**config.mk**
```make
export PLATFORM = sky130hd
export DESIGN_NAME = scpars_parser
export DESIGN_NICKNAME = d
export VERILOG_FILES = /design/src/hdl/scpars_parser.v
export VERILOG_INCLUDE_DIRS = /design/src /design/src/shared
export SDC_FILE = /design/constraint.sdc
export NUM_CORES = 1
export LEC_CHECK = 0
export BUFFER_PORTS_ARGS = -buffer_cell sky130_fd_sc_hd__buf_2
export CAP_MARGIN = 30
export CELL_PAD_IN_SITES_DETAIL_PLACEMENT = 1
export CELL_PAD_IN_SITES_GLOBAL_PLACEMENT = 2
export CORE_MARGIN = 2
export CORE_UTILIZATION = 38
export DETAILED_ROUTE_END_ITERATION = 12
export GPL_TIMING_DRIVEN = 1
export PLACE_DENSITY = 0.95
export SKIP_LAST_GASP = 1
export SYNTH_ARGS = -nofsm -noshare
export SYNTH_HDL_FRONTEND = slang
export SYNTH_SLANG_ARGS = --single-unit
```
**constraint.sdc**
```tcl
create_clock -name clk -period 19.5 [get_ports clk]
set_input_delay 2.925 -clock clk [delete_from_list [all_inputs] [get_ports clk]]
set_output_delay 2.925 -clock clk [all_outputs]
set_load 0.03 [all_outputs]
```
**src/shared/scpars_defines.vh**
```
`ifndef SCPARS_DEFINES_VH
`define SCPARS_DEFINES_VH

// ****************************************************************
// Characters; space and P compared after folding to upper case
// ****************************************************************
`define SCP_CH_SPACE   8'h20
`define SCP_CH_PASS    8'h50
`define SCP_CH_LOW_A   8'h61
`define SCP_CH_LOW_Z   8'h7A
`define SCP_CASE_BIT   8'h20

// ****************************************************************
// Code keywords, first character in the most significant byte
// ****************************************************************
`define SCP_KW_READ    32'h5245_4144
`define SCP_KW_WRITE   40'h57_5249_5445
`define SCP_KW_CMD     24'h43_4D44
`define SCP_LEN_READ   4'h4
`define SCP_LEN_WRITE  4'h5
`define SCP_LEN_CMD    4'h3

// ****************************************************************
// Message classes
// ****************************************************************
`define SCP_CLS_NONE   2'h0
`define SCP_CLS_READ   2'h1
`define SCP_CLS_WRITE  2'h2
`define SCP_CLS_CMD    2'h3

// ****************************************************************
// Field limits
// ****************************************************************
`define SCP_PW_MAX     7
`define SCP_CODE_MAX   8

`endif

```
**src/hdl/scpars_parser.v**
```verilog
`include "scpars_defines.vh"

module scpars_parser #(
	parameter PW_MAX   = `SCP_PW_MAX,
	parameter CODE_MAX = `SCP_CODE_MAX
) (
	input  wire        clk,
	input  wire        rst,
	input  wire        sel_modem,
	input  wire        modem_rsp,
	input  wire        rx_valid,
	input  wire [7:0]  rx_data,
	input  wire        rx_last,
	input  wire [2:0]  cfg_pw_len,
	input  wire [55:0] cfg_pw,
	output reg         modem_found_q,
	output reg         par_valid_q,
	output reg  [7:0]  par_data_q,
	output reg         msg_done_q,
	output reg  [1:0]  msg_class_q,
	output reg         msg_ok_q,
	output reg         msg_pw_given_q,
	output reg  [63:0] code_word_q,
	output reg  [3:0]  code_len_q
);

	// ****************************************************************
	// Parser states
	// ****************************************************************
	localparam [2:0] S_FIRST = 3'h0;
	localparam [2:0] S_PW    = 3'h1;
	localparam [2:0] S_GAP   = 3'h2;
	localparam [2:0] S_CODE  = 3'h3;
	localparam [2:0] S_PARM  = 3'h4;
	localparam [2:0] S_END   = 3'h5;

	reg [2:0]  state_q;
	reg [55:0] pw_q;
	reg [2:0]  pw_cnt_q;
	reg        pw_long_q;
	reg        pw_given_q;
	reg [63:0] code_q;
	reg [3:0]  code_cnt_q;
	reg        code_long_q;
	reg        par_started_q;
	reg [1:0]  cls;
	reg        pw_match;

	wire [7:0] ch;
	wire       take;
	wire       is_sp;

	// Fold lower-case letters onto upper case
	function [7:0] up;
		input [7:0] c;
		begin
			if (c >= `SCP_CH_LOW_A && c <= `SCP_CH_LOW_Z)
				up = c & ~`SCP_CASE_BIT;
			else
				up = c;
		end
	endfunction

	// Case-blind compare of the supplied password with the stored one
	function pw_eq;
		input [55:0] got;
		input [2:0]  got_len;
		input [55:0] stored;
		input [2:0]  stored_len;
		integer i;
		begin
			pw_eq = (got_len == stored_len);
			for (i = 0; i < 7; i = i + 1) begin
				if (i < stored_len &&
				    up(got[8*i +: 8]) != up(stored[8*i +: 8]))
					pw_eq = 1'b0;
			end
		end
	endfunction

	assign ch    = up(rx_data);
	assign is_sp = (ch == `SCP_CH_SPACE);
	// Bytes are only ours while the serial port is given to the modem
	assign take  = rx_valid && sel_modem && state_q != S_END;

	// Classify the code word once the message has been collected
	always @* begin
		cls = `SCP_CLS_NONE;
		if (!code_long_q) begin
			if (code_cnt_q == `SCP_LEN_READ &&
			    code_q[31:0] == `SCP_KW_READ)
				cls = `SCP_CLS_READ;
			else if (code_cnt_q == `SCP_LEN_WRITE &&
			         code_q[39:0] == `SCP_KW_WRITE)
				cls = `SCP_CLS_WRITE;
			else if (code_cnt_q == `SCP_LEN_CMD &&
			         code_q[23:0] == `SCP_KW_CMD)
				cls = `SCP_CLS_CMD;
		end
		// An overlong password can never match a seven-character store
		pw_match = pw_given_q && !pw_long_q &&
		           pw_eq(pw_q, pw_cnt_q, cfg_pw, cfg_pw_len);
	end

	// ****************************************************************
	// Modem presence
	// ****************************************************************
	// Any answer from the modem marks it found; dropped with the port
	always @(posedge clk or posedge rst) begin
		if (rst)
			modem_found_q <= 1'b0;
		else if (!sel_modem)
			modem_found_q <= 1'b0;
		else if (modem_rsp)
			modem_found_q <= 1'b1;
	end

	// ****************************************************************
	// Field splitter
	// ****************************************************************
	always @(posedge clk or posedge rst) begin
		if (rst) begin
			state_q        <= S_FIRST;
			pw_q           <= 56'h0000_0000_0000_00;
			pw_cnt_q       <= 3'h0;
			pw_long_q      <= 1'b0;
			pw_given_q     <= 1'b0;
			code_q         <= 64'h0000_0000_0000_0000;
			code_cnt_q     <= 4'h0;
			code_long_q    <= 1'b0;
			par_started_q  <= 1'b0;
			par_valid_q    <= 1'b0;
			par_data_q     <= 8'h00;
			msg_done_q     <= 1'b0;
			msg_class_q    <= `SCP_CLS_NONE;
			msg_ok_q       <= 1'b0;
			msg_pw_given_q <= 1'b0;
			code_word_q    <= 64'h0000_0000_0000_0000;
			code_len_q     <= 4'h0;
		end else begin
			par_valid_q <= 1'b0;
			msg_done_q  <= 1'b0;
			if (state_q == S_END) begin
				// One closing cycle: verdict out and clear for next text on the same edge
				msg_done_q     <= 1'b1;
				msg_class_q    <= cls;
				msg_pw_given_q <= pw_given_q;
				code_word_q    <= code_q;
				code_len_q     <= code_cnt_q;
				case (cls)
				`SCP_CLS_READ:
					msg_ok_q <= 1'b1;
				`SCP_CLS_WRITE, `SCP_CLS_CMD:
					msg_ok_q <= (cfg_pw_len == 3'h0) ||
					            pw_match;
				default:
					msg_ok_q <= 1'b0;
				endcase
				state_q       <= S_FIRST;
				pw_q          <= 56'h0000_0000_0000_00;
				pw_cnt_q      <= 3'h0;
				pw_long_q     <= 1'b0;
				pw_given_q    <= 1'b0;
				code_q        <= 64'h0000_0000_0000_0000;
				code_cnt_q    <= 4'h0;
				code_long_q   <= 1'b0;
				par_started_q <= 1'b0;
			end else if (take) begin
				case (state_q)
				S_FIRST: begin
					if (is_sp)
						state_q <= S_FIRST;
					else if (ch == `SCP_CH_PASS) begin
						state_q    <= S_PW;
						pw_given_q <= 1'b1;
					end else begin
						state_q    <= S_CODE;
						code_q     <= {code_q[55:0], ch};
						code_cnt_q <= 4'h1;
					end
				end
				S_PW: begin
					if (is_sp)
						state_q <= S_GAP;
					else if (pw_cnt_q < PW_MAX) begin
						pw_q[8*pw_cnt_q +: 8] <= ch;
						pw_cnt_q <= pw_cnt_q + 3'h1;
					end else
						pw_long_q <= 1'b1;
				end
				S_GAP: begin
					if (!is_sp) begin
						state_q    <= S_CODE;
						code_q     <= {code_q[55:0], ch};
						code_cnt_q <= 4'h1;
					end
				end
				S_CODE: begin
					if (is_sp)
						state_q <= S_PARM;
					else if (code_cnt_q < CODE_MAX) begin
						code_q     <= {code_q[55:0], ch};
						code_cnt_q <= code_cnt_q + 4'h1;
					end else
						code_long_q <= 1'b1;
				end
				S_PARM: begin
					// Leading spaces dropped, inner ones kept for the user
					if (!is_sp || par_started_q) begin
						par_valid_q   <= 1'b1;
						par_data_q    <= ch;
						par_started_q <= 1'b1;
					end
				end
				default:
					state_q <= S_FIRST;
				endcase
				if (rx_last)
					state_q <= S_END;
			end
		end
	end

endmodule // scpars_parser

```
=== Word level (Yosys, flattened, before mapping) ===
Index checks and enable logic that the tools add are counted.

* Equality and inequality tests: 38
* Reductions and logical operators: 53
* Add/sub/neg operators: 3
* Bitwise gates (word level): 1
* Mux-type cells: 89
* Order comparisons: 39
* Shift operators: 2

{| class="wikitable"
|+ Operators by type and width
! cell !! number
|-
| 64-bit two-way mux || 7
|-
| 56-bit two-way mux || 5
|-
| 64-bit case mux with 3 select lines || 1
|-
| 8-bit by 7-bit >= comparator with 1-bit output, second input constant || 15
|-
| 8-bit by 7-bit <= comparator with 1-bit output, second input constant || 15
|-
| 6-bit two-way mux || 15
|-
| 56-bit bitwise mux || 1
|-
| 8-bit inequality test || 7
|-
| 8-bit by 34-bit variable shift with 56-bit output, first input constant || 1
|-
| 8-bit by 34-bit indexed part select with 56-bit output || 1
|-
| 40-bit by 39-bit equality test with 1-bit output, second input constant || 1
|-
| 6-bit negation with 34-bit output || 1
|-
| 1-bit two-way mux || 33
|-
| 3-bit two-way mux || 11
|-
| 32-bit by 31-bit equality test with 1-bit output, second input constant || 1
|-
| 1-bit logical AND || 29
|-
| 4-bit two-way mux || 7
|-
| 24-bit by 23-bit equality test with 1-bit output, second input constant || 1
|-
| 3-bit inequality test, second input constant || 7
|-
| 4-bit AND reduction || 5
|-
| 2-bit nonzero test || 8
|-
| 3-bit case mux with 5 select lines || 1
|-
| 2-bit two-way mux || 6
|-
| 4-bit inequality test, second input constant || 3
|-
| other kinds (30) || 43
|}

* Word-level logic and storage cells: 243
* Output and inout port bits: 83
* Input bits: 73
* Register bits after elaboration: 217

=== Logic depth before layout (Yosys ltp) ===
Gate-level depths: netlist of run 1.

* Depth after elaboration: 15
* Depth in mapped cells: 9
* Gate-level depth less buffers: 7

=== Worst setup path after synthesis of run 1 ===
No wires, ideal clock.

* Path type: input-to-reg
* From: in rx_data[0]
* To: reg pw_q[8] (netlist: pw_eq.got[8])
* Path buffers: 1
* Setup slack: 14.534 ns
* Stages: 8
* Required time: 19.379 ns
* Data arrival time: 4.845 ns
* Setup time: 0.121 ns
* Cells stage by stage: or4_4 > o41a_1 > a21oi_2 > nor2_2 > and3_4 > nor2b_1 > buf_6 > a22o_2

* Word-level cells in the longest chain between the ends: 10
* Elaborated cells between the ends (all ways): 14
* Classes of those cells: order compare (2); eq/ne (2); shift (1); mux (7); reduce/logical (2)

{| class="wikitable"
|+ Ends and longest elaborated chain
! item !! line !! text
|-
| from (decl) || scpars_parser.v:12 || <nowiki>input wire [7:0] rx_data,</nowiki>
|-
| 8-bit by 7-bit >= comparator with 1-bit output (no source line) or 8-bit by 7-bit <= comparator with 1-bit output (tied branches) || - ||
|-
| 1-bit logical AND (no source line) || - ||
|-
| 6-bit two-way mux (*) || scpars_parser.v:57 || <nowiki>if (c >= `SCP_CH_LOW_A && c <= `SCP_CH_LOW_Z)</nowiki>
|-
| 8-bit by 34-bit indexed part select with 56-bit output || scpars_parser.v:186 || <nowiki>pw_q[8*pw_cnt_q +: 8] <= ch;</nowiki>
|-
| 56-bit bitwise mux || scpars_parser.v:186 ||
|-
| 56-bit two-way mux || scpars_parser.v:185 || <nowiki>else if (pw_cnt_q < PW_MAX) begin</nowiki>
|-
| 56-bit two-way mux || scpars_parser.v:183 || <nowiki>if (is_sp)</nowiki>
|-
| 56-bit two-way mux || scpars_parser.v:169 || <nowiki>case (state_q)</nowiki>
|-
| 56-bit two-way mux || scpars_parser.v:168 || <nowiki>end else if (take) begin</nowiki>
|-
| 56-bit two-way mux || scpars_parser.v:143 || <nowiki>if (state_q == S_END) begin</nowiki>
|-
| to (signal, indexed assignment) || scpars_parser.v:186 ||
|-
| to (decl) || scpars_parser.v:38 || <nowiki>reg [55:0] pw_q;</nowiki>
|}

Every way passes the cells marked *; elsewhere a longest branch is shown, timed or not. The select of a mux whose other input is x is not followed.
A chain may end at the register's enable or synchronous reset.

=== Final worst setup path of run 1 ===
* From: in rx_data[0]
* To: reg code_cnt_q[0]

* Word-level cells in the longest chain between the ends: 6
* Elaborated cells between the ends (all ways): 11
* Classes of those cells: order compare (2); eq/ne (6); mux (1); reduce/logical (2)

{| class="wikitable"
|+ Ends and longest elaborated chain
! item !! line !! text
|-
| 8-bit by 7-bit >= comparator with 1-bit output (no source line) or 8-bit by 7-bit <= comparator with 1-bit output (tied branches) || - ||
|-
| 1-bit logical AND (no source line) || - ||
|-
| 6-bit two-way mux (*) || scpars_parser.v:57 ||
|-
| 8-bit by 7-bit equality test with 1-bit output (no source line) or 8-bit by 6-bit equality test with 1-bit output (tied branches) || - ||
|-
| 3-bit inequality test (no source line) || - ||
|-
| 7-bit AND reduction (no source line) (*) || - ||
|-
| to (signal assigned) || scpars_parser.v:203 || <nowiki>code_cnt_q <= code_cnt_q + 4'h1;</nowiki>
|-
| to (decl) || scpars_parser.v:43 || <nowiki>reg [3:0] code_cnt_q;</nowiki>
|}

Every way passes the cells marked *; elsewhere a longest branch is shown, timed or not.

==> results.txt, run 1 <==
Yosys reg bits - 217
Post-synth EDFFs - 0
PD cells - 152 nW/um2
Area Overhead vs Synth - 19.0%
Fmax - 190 MHz
First-pass GRT wire length - 46700 um
Die H - 167 um
Worst skew pair latency - 0.52 ns
TNS Setup - 0 ns
Sequential fraction of the synthesis area - 53.8%
CTS sink count - 217
Vias after detailed routing - 8151
Core area - 26100 um2
Hold WC Path Type - flop to flop
Arrival @ worst endpoint - 5.68 ns
Setup violations, final - 0
Leak - 5.94 nW
Via/cell ratio - 5.21
Antenna violations before repair - 0
Status - completed
Worst setup path category - input port to flop
Clock Skew - 0.0107 ns
Final ANT Viol Nets - 0
Clock buffer depth - 3
CP Max Fanout - 70
RSZ-0062 raised after global routing - false
Synth Net Count - 1152
Die area - 27900 um2
Post-synth cell types - 66
Ports - 156
Hold Buf Count CTS - 0
PnR worst setup slack - 14.23 ns
Crit start category - input port
Worst Tran Pin Value - 0.978 ns
TritonRoute pass-1 iters - 4
Nets - 1290
Largest net degree at the start of global routing - 129
Initial core utilization - 38.7%
Htree depth - 1
Layout cell share with drive strength beyond 1 - 19.5%
Synth async-reset ratio - 100%
TritonCTS buffer count - 24
Warnings, synthesis - 0
Crit. End Element - flop
Post-Synthesis Cells - 1073
Rows - 59
Worst endpoint required time - 19.91 ns
Global route overflow - 0
Maximum VDD drop - 62.2 uV
TritonCTS clock tree - yes
DRC - 0
Post-CTS setup buffers - 0
Total track usage - 20.2%
Tmin final - 5.27 ns
Clock Pin Slew Worst Setup and Hold Paths - 0.06 ns
CTS resizes - 0
Ys flop type - dfrtp_1
Gpl congestion - 0.819
Worst rel slew slack - 34.8%
Die width - 167 um
DP Wirelength - 18800 um
Final Max Tran Viols - 0
Vias in the first global route - 8809
Synthesized area per cell - 9.41 um2
Input/output buffers - 155
Setup WS pre-CTS - 13.66 ns
Filler cell count - 3035
DRT iter0 DRCs - 412
Root Buffer Master - clkbuf_16
Routed length per placed instance - 17.7 um
Post-synthesis cell area - 10100 um2
Inserted Diodes - 0
Max-cap violations - 0
Period utilization - 27.0%
Routed WL - 27700 um
Final Hold Fails - 0
cell usage in the layout, fill, tap and decap left out, drive strengths merged, types with 3 or more instances in the layout:
master	n
dfrtp	217
mux2	15
o22ai	11
xnor2	29
nand3	9
xor2	29
o21ai	85
nor2	36
or4	14
nor4b	5
a22o	33
a21oi	26
nor3	9
nand2	361
inv	16
clkbuf	35
o21a	4
mux2i	17
nand4	10
nand2b	12
or3	3
buf	165
ha	6
clkinv	8
and3	8
a211oi	4
o31ai	5
o221ai	5
nor4	13
nand3b	3
nor2b	6
report_power, final:
| group | switching (mW) | internal, mW | leakage, nW | total [mW] |
|---|---|---|---|---|
| combinational | 0.419 | 0.218 | 2.64 | 0.638 |
| sequential | 0.144 | 0.603 | 2.90 | 0.747 |
| clock | 0.184 | 0.263 | 0.390 | 0.448 |
through the flow:
| step | hold slack (ns) | cells | power, mW | util (%) | cell area [um2] |
|---|---|---|---|---|---|
| 2_1_floorplan | 0.439 | 1073 | 1.18 | - | 10100 |
| 4_1_cts | 0.474 | 1562 | 1.85 | 45.9 | 12000 |
| 6_report | 0.469 | 1564 | 1.83 | 46.1 | 12000 |
| 3_3_place_gp | 0.456 | 1515 | 1.35 | 42.6 | 11100 |
| 3_5_place_dp | 0.458 | 1518 | 1.39 | 42.9 | 11200 |
| 5_1_grt | 0.493 | 1564 | 1.96 | 46.1 | 12000 |
critical path, cell delays in order:
cell	delay (ns)
buf_2	0.18
or4_4	0.59
nor4_4	0.39
nand2b_1	0.25
nor2_1	0.10
a21oi_4	0.16
buf_4	0.50
buf_12	0.33
a211oi_1	0.08
a21o_1	0.16
kinds of logic (layout without fill, tap and decap cells):
family,after synthesis,in the layout,share of synthesized area [%]
compound gates,189,189,12.2
xor+xnor,58,58,5.03
fa+ha+maj,6,6,0.744
buf+inv,69,225,2.90
flops,217,217,53.8
mux,32,32,3.36
simple gates,502,502,22.0
layout make-up:
type	instances	area, um2	area share [%]
repair buffers	165	943	7.85
multi-input cells	787	4380	36.4
flip-flops and latches	217	5430	45.2
inverters	16	68.8	0.573
clock buffers	35	703	5.85
well taps	335	419	3.49
clock inverters	9	73.8	0.614
cell usage after synthesis, types with 3 or more instances:
master / count / share of area [%]
or4_1: 12 / 0.89
and3_1: 7 / 0.43
clkbuf_1: 41 / 1.5
inv_1: 15 / 0.56
buf_4: 4 / 0.30
mux2i_1: 17 / 1.7
nand4_1: 10 / 0.62
a21oi_2: 3 / 0.26
o221ai_1: 5 / 0.43
o21ai_0: 75 / 3.7
o22ai_1: 11 / 0.68
nor4b_1: 5 / 0.43
ha_1: 6 / 0.74
a211oi_1: 4 / 0.30
nor3_1: 9 / 0.45
a22o_1: 32 / 2.8
buf_1: 3 / 0.11
o31ai_1: 5 / 0.37
mux2_2: 14 / 1.6
nand3b_1: 3 / 0.22
o21a_1: 4 / 0.30
o21ai_1: 9 / 0.45
dfrtp_1: 217 / 54
nor2b_1: 6 / 0.37
nor4_1: 11 / 0.68
nand3_1: 9 / 0.45
xnor2_1: 29 / 2.5
or3_1: 3 / 0.19
nor2_1: 35 / 1.3
buf_2: 3 / 0.15
nand2_1: 361 / 13
a21oi_1: 21 / 1.0
nand2b_1: 12 / 0.74
xor2_1: 29 / 2.5
final timing paths:
path	startpoint	to	slack (ns)	cells after the start
hold / removal	code_word_q[0]	code_word_q[0]	0.47	2
setup reg to reg	pw_cnt_q[0]	pw_eq.got[44]	16.55	7
max in group asynchronous	rst	par_data_q[1]	16.29	4
hold reg to reg	code_word_q[0]	code_word_q[0]	0.47	2
setup / recovery	rx_data[0]	code_cnt_q[0]	14.23	10
min in group asynchronous	rst	code_word_q[54]	2.32	2
registers in the layout, indices dropped and copies added, names as in the netlist, 2 cells and up:
name,cells
pw_cnt_q,3
msg_class_q,2
par_data_q,8
code_cnt_q,4
code_q,64
code_word_q,64
pw_eq.got,56
code_len_q,4
state_q,3
routing by layer:
layer | vias up | GRT usage (%) | wire, um
met5 | - | 0 | 0
li1 | 3928 | - | -
met3 | 48 | 3.16 | 1180
met2 | 165 | 34.1 | 13200
met1 | 4010 | 27.4 | 12900
met4 | 0 | 4.42 | 540
Note: power is estimated with default switching activity, not from simulation.
==> run 2, diff against run 1 <==
CORE_UTILIZATION = 35   (was 38)
PLACE_DENSITY = 0.89   (was 0.95)
clock period = 5.1 ns   (was 19.5 ns; I/O delays follow)
==> run 2 against run 1 <==
Net effect: sequential share of layout area unchanged; clock-buffer cell count up 1; cell area unchanged; register-to-register slack worse by 14 ns; first-iteration DRC count down 24%; clock skew about the same; highest routed layer unchanged.
==> results.txt, run 2 (same netlist as run 1, synthesis figures left out) <==
Final Hold Fails - 0
Routed length per placed instance - 17.2 um
Rows - 62
Ports - 156
Final Max Tran Viols - 0
FF-to-FF setup slack - 2.27 ns
Layout cell share with drive strength beyond 1 - 19.5%
Fmax - 340 MHz
Most frequent cells in the layout - nand2_1 (360), dfrtp_1 (217), buf_2 (155)
Worst endpoint required time - 5.51 ns
First-pass GRT wire length - 46000 um
Core area - 28500 um2
Period utilization - 57.6%
Via/cell ratio - 5.07
Hold WC Path Type - input port to async pin
Antenna violations before repair - 1
Initial core utilization - 35.4%
Hold Buf Count CTS - 0
TritonCTS clock tree - yes
Post-CTS setup buffers - 0
PD cells - 578 nW/um2
Vias after detailed routing - 8170
Input/output buffers - 155
Final ANT Viol Nets - 0
TritonCTS buffer count - 24
Net switching power - 2.85 mW
Clock Pin Slew Worst Setup and Hold Paths - 0.06 ns
TNS Setup - 0 ns
Max-cap violations - 0
Clock Skew - 0.0104 ns
Hold slack - 0.302 ns
Logic pwr share - 34.6%
Worst setup path category - input port to flop
DP Cell Count - 1570
Crit start category - input port
Routed WL - 27800 um
Htree depth - 1
Most common cell after layout, fill and taps aside - nand2_1
DRC - 0
TritonRoute pass-1 iters - 4
Reg2reg end - pw_eq.got[51]
PnR worst setup slack - 2.16 ns
Root Buffer Master - clkbuf_16
Area Overhead vs Synth - 19.0%
Arrival @ worst endpoint - 3.34 ns
CTS resizes - 0
Global route overflow - 0
RSZ-0062 raised after global routing - false
DRT iter0 DRCs - 315
Switching Share - 41.0%
Setup WS pre-CTS - 1.65 ns
Crit. End Element - flop
Tmin final - 2.94 ns
CTS sink count - 217
Worst skew pair latency - 0.51 ns
Sequential share of power - 41.1%
Total track usage - 18.4%
Setup violations, final - 0
Die H - 174 um
Die area - 30200 um2
Vias in the first global route - 8708
R2R Path Start - pw_cnt_q[1]
Nets - 1291
Largest net degree at the start of global routing - 136
Clock buffer depth - 3
DP Wirelength - 19000 um
Gpl congestion - 0.785
Filler cell count - 3371
Worst rel slew slack - 31.9%
Die width - 174 um
Status - completed
CP Max Fanout - 82
Worst r2r path cells - 7
Maximum VDD drop - 268 uV
Pint - 4.10 mW
Fin util - 42.1%
Leak - 5.90 nW
Final Non-Filler Cells - 1612
Clock power share - 24.4%
Worst Tran Pin Value - 1.02 ns
==> run 2: area by class of cell <==
class | count | area [um2] | share of cell area [%]
inverter | 16 | 65.1 | 0.541
multi-input combinational | 787 | 4380 | 36.4
timing repair buffer | 166 | 895 | 7.44
tap | 384 | 480 | 4.00
clock inverter | 5 | 38.8 | 0.323
clock buffer | 36 | 727 | 6.05
antenna | 1 | 2.50 | 0.0208
sequential | 217 | 5430 | 45.2
==> run 2: worst max path at each step <==
| stage | startpoint | endpoint | depth (start not counted) |
|---|---|---|---|
| 6_report | rx_data[0] | code_cnt_q[3] | 9 |
| 2_1_floorplan | rst | code_cnt_q[0] | 1 |
| 3_5_place_dp | rx_data[0] | code_cnt_q[3] | 9 |
| 3_3_place_gp | rx_data[0] | code_cnt_q[3] | 9 |
| 4_1_cts | rx_data[0] | code_cnt_q[3] | 9 |
| 5_1_grt | rx_data[0] | code_q[58] | 8 |
==> run 2: worst max-delay path, stage by stage <==
cell and delay [ns]:
buf_2 0.19, or4_4 0.60, nor4_4 0.36, nand2b_1 0.23, nor2_1 0.09, a21oi_4 0.18, buf_4 0.58, o21ai_0 0.21
o21a_1 0.14
==> run 2: layer usage <==
| metal | routed length [um] | global-route usage, % |
|---|---|---|
| met1 | 13100 | 24.7 |
| met2 | 13200 | 31.6 |
| met3 | 915 | 2.30 |
| met4 | 566 | 4.90 |
| met5 | 0 | 0 |
==> run 2: power by group through the flow <==
stage               sequential (mW)  combinational [mW]  clock [mW]
detailed placement             2.88                2.43           0
CTS                            2.86                2.44        1.74
floorplan                      3.18                1.34           0
global placement               2.87                2.33           0
finish                         2.85                2.40        1.69
global route                   2.95                2.69        1.80
==> run 2: through the flow <==
| step | instance area, um2 | power, mW |
|---|---|---|
| after floorplan | 10100 | 4.52 |
| after global placement | 11200 | 5.20 |
| after detailed placement | 11300 | 5.31 |
| after CTS | 12000 | 7.04 |
| after global routing | 12000 | 7.43 |
| final | 12000 | 6.94 |
==> run 3, diff against run 2 <==
clock period = 3 ns   (was 5.1 ns; I/O delays follow)
==> run 3 against run 2 <==
Net effect: first-iteration DRC count increased by 25%; power rose by 72%; cell count grew 0.62%; sequential share of layout area shrank 0.58 points; non-clock buffer count is 9 higher; largest cell class unchanged.
==> results.txt, run 3 (same netlist as run 1, synthesis figures left out) <==
Status - completed
PD cells - 984 nW/um2
TritonRoute pass-1 iters - 4
Hold slack - 0.100 ns
Final Non-Filler Cells - 1622
CP max stage delay - 0.67 ns
CTS sink count - 217
CP Max Fanout - 4
Clock Skew - 0.00796 ns
Htree depth - 1
DRT iter0 DRCs - 395
Buf/Inv on CP - 0
Area Overhead vs Synth - 20.6%
Clock buffer depth - 3
Via/cell ratio - 5.01
Tmin final - 2.77 ns
Most frequent cells in the layout - nand2_1 (360), dfrtp_1 (217), buf_2 (155)
R2R Path Start - pw_eq.got[8]
Rows - 62
Largest net degree at the start of global routing - 133
Critical-path top delay cell - or4_2
First-pass GRT wire length - 46600 um
Crit path launch - pw_eq.got[8]
Clock Pin Slew Worst Setup and Hold Paths - 0.06 ns
RSZ-0062 raised after global routing - false
Worst rel slew slack - 39.4%
Worst skew pair latency - 0.51 ns
Global route overflow - 0
Setup violations, final - 0
Initial core utilization - 35.4%
Fmax - 361 MHz
DRC - 0
Crit. End Element - flop
TritonCTS buffer count - 24
Final ANT Viol Nets - 0
Final Max Tran Viols - 0
Critical path's top delay family - simple AND/OR/NAND/NOR gates
Vias after detailed routing - 8127
Vias in the first global route - 8595
Gpl congestion - 0.763
Final Hold Fails - 0
Hold WC Path Type - input port to async pin
Hold Buf Count CTS - 0
Die width - 174 um
Period utilization - 92.4%
Arrival @ worst endpoint - 3.19 ns
Core area - 28500 um2
Most common cell after layout, fill and taps aside - nand2_1
Root Buffer Master - clkbuf_16
Worst endpoint required time - 3.41 ns
CTS resizes - 0
DP Cell Count - 1579
Worst setup path category - flop to flop
Die H - 174 um
Input/output buffers - 155
Crit start category - flop
TritonCTS clock tree - yes
Maximum VDD drop - 485 uV
Antenna violations before repair - 1
Leak - 5.98 nW
Routed WL - 27900 um
Nets - 1300
Ports - 156
Die area - 30200 um2
Cell Chain, Critical Path - or4_2 -> o221ai_1 -> and4_2 -> o21ai_1 -> nor3_2 -> a41oi_1 -> o31ai_1
DP Wirelength - 19000 um
Layout cell share with drive strength beyond 1 - 20.3%
Worst Tran Pin Value - 0.908 ns
Routed length per placed instance - 17.2 um
Total track usage - 18.7%
Max-cap violations - 0
Post-CTS setup buffers - 0
[run 3: cell count changes in the layout (fill, tap and decap cells not counted), sizes merged]
cell,change
buf,+9
clkinv,+2
inv,-2
bufinv,+1
clkbuf,+1
clkinvlp,-1
[run 3: worst paths after layout]
kind / end / slack (ns) / depth (start not counted)
setup / recovery: msg_ok_q / 0.23 / 7
hold / removal: code_word_q[59] / 0.10 / 3
setup reg to reg: msg_ok_q / 0.23 / 7
hold reg to reg: code_word_q[63] / 0.47 / 2
max in group asynchronous: par_data_q[5] / 2.28 / 3
min in group clk: modem_found_q / 0.15 / 2
[run 3: through the flow]
step	util [%]	total power [mW]	setup slack [ns]	cell area (um2)	TNS [ns]
6_report	42.6	12.0	0.227	12200	0
5_1_grt	42.6	12.9	0.0392	12200	0
4_1_cts	42.6	12.1	0.0211	12200	0
3_5_place_dp	39.8	9.12	0.0297	11400	0
3_3_place_gp	39.8	8.97	0.0588	11400	0
2_1_floorplan	-	7.68	-0.276	10100	-59.92
[run 3: routing by layer]
metal,wire length (um),track usage [%]
met5,0,0
met4,300,3.61
met3,857,2.37
met2,13700,32.3
met1,13000,25.5
[run 3: worst min-delay path, cell delays in order]
cell	delay, ns
buf_2	0.11
clkinvlp_4	0.11
buf_12	0.37
[run 3: area by class of cell]
type                            instances  area, um2
Fill cell                            3337      16400
Sequential cell                       217       5430
Multi-Input combinational cell        787       4390
Timing Repair Buffer                  175       1010
Clock buffer                           37        741
Tap cell                              384        480
Inverter                               16       65.1
Clock inverter                          5       50.0
Antenna cell                            1       2.50
[run 3: power breakdown]
group | switching [mW] | internal (mW)
sequential | 0.919 | 3.92
clock | 1.14 | 1.77
combinational | 2.77 | 1.46
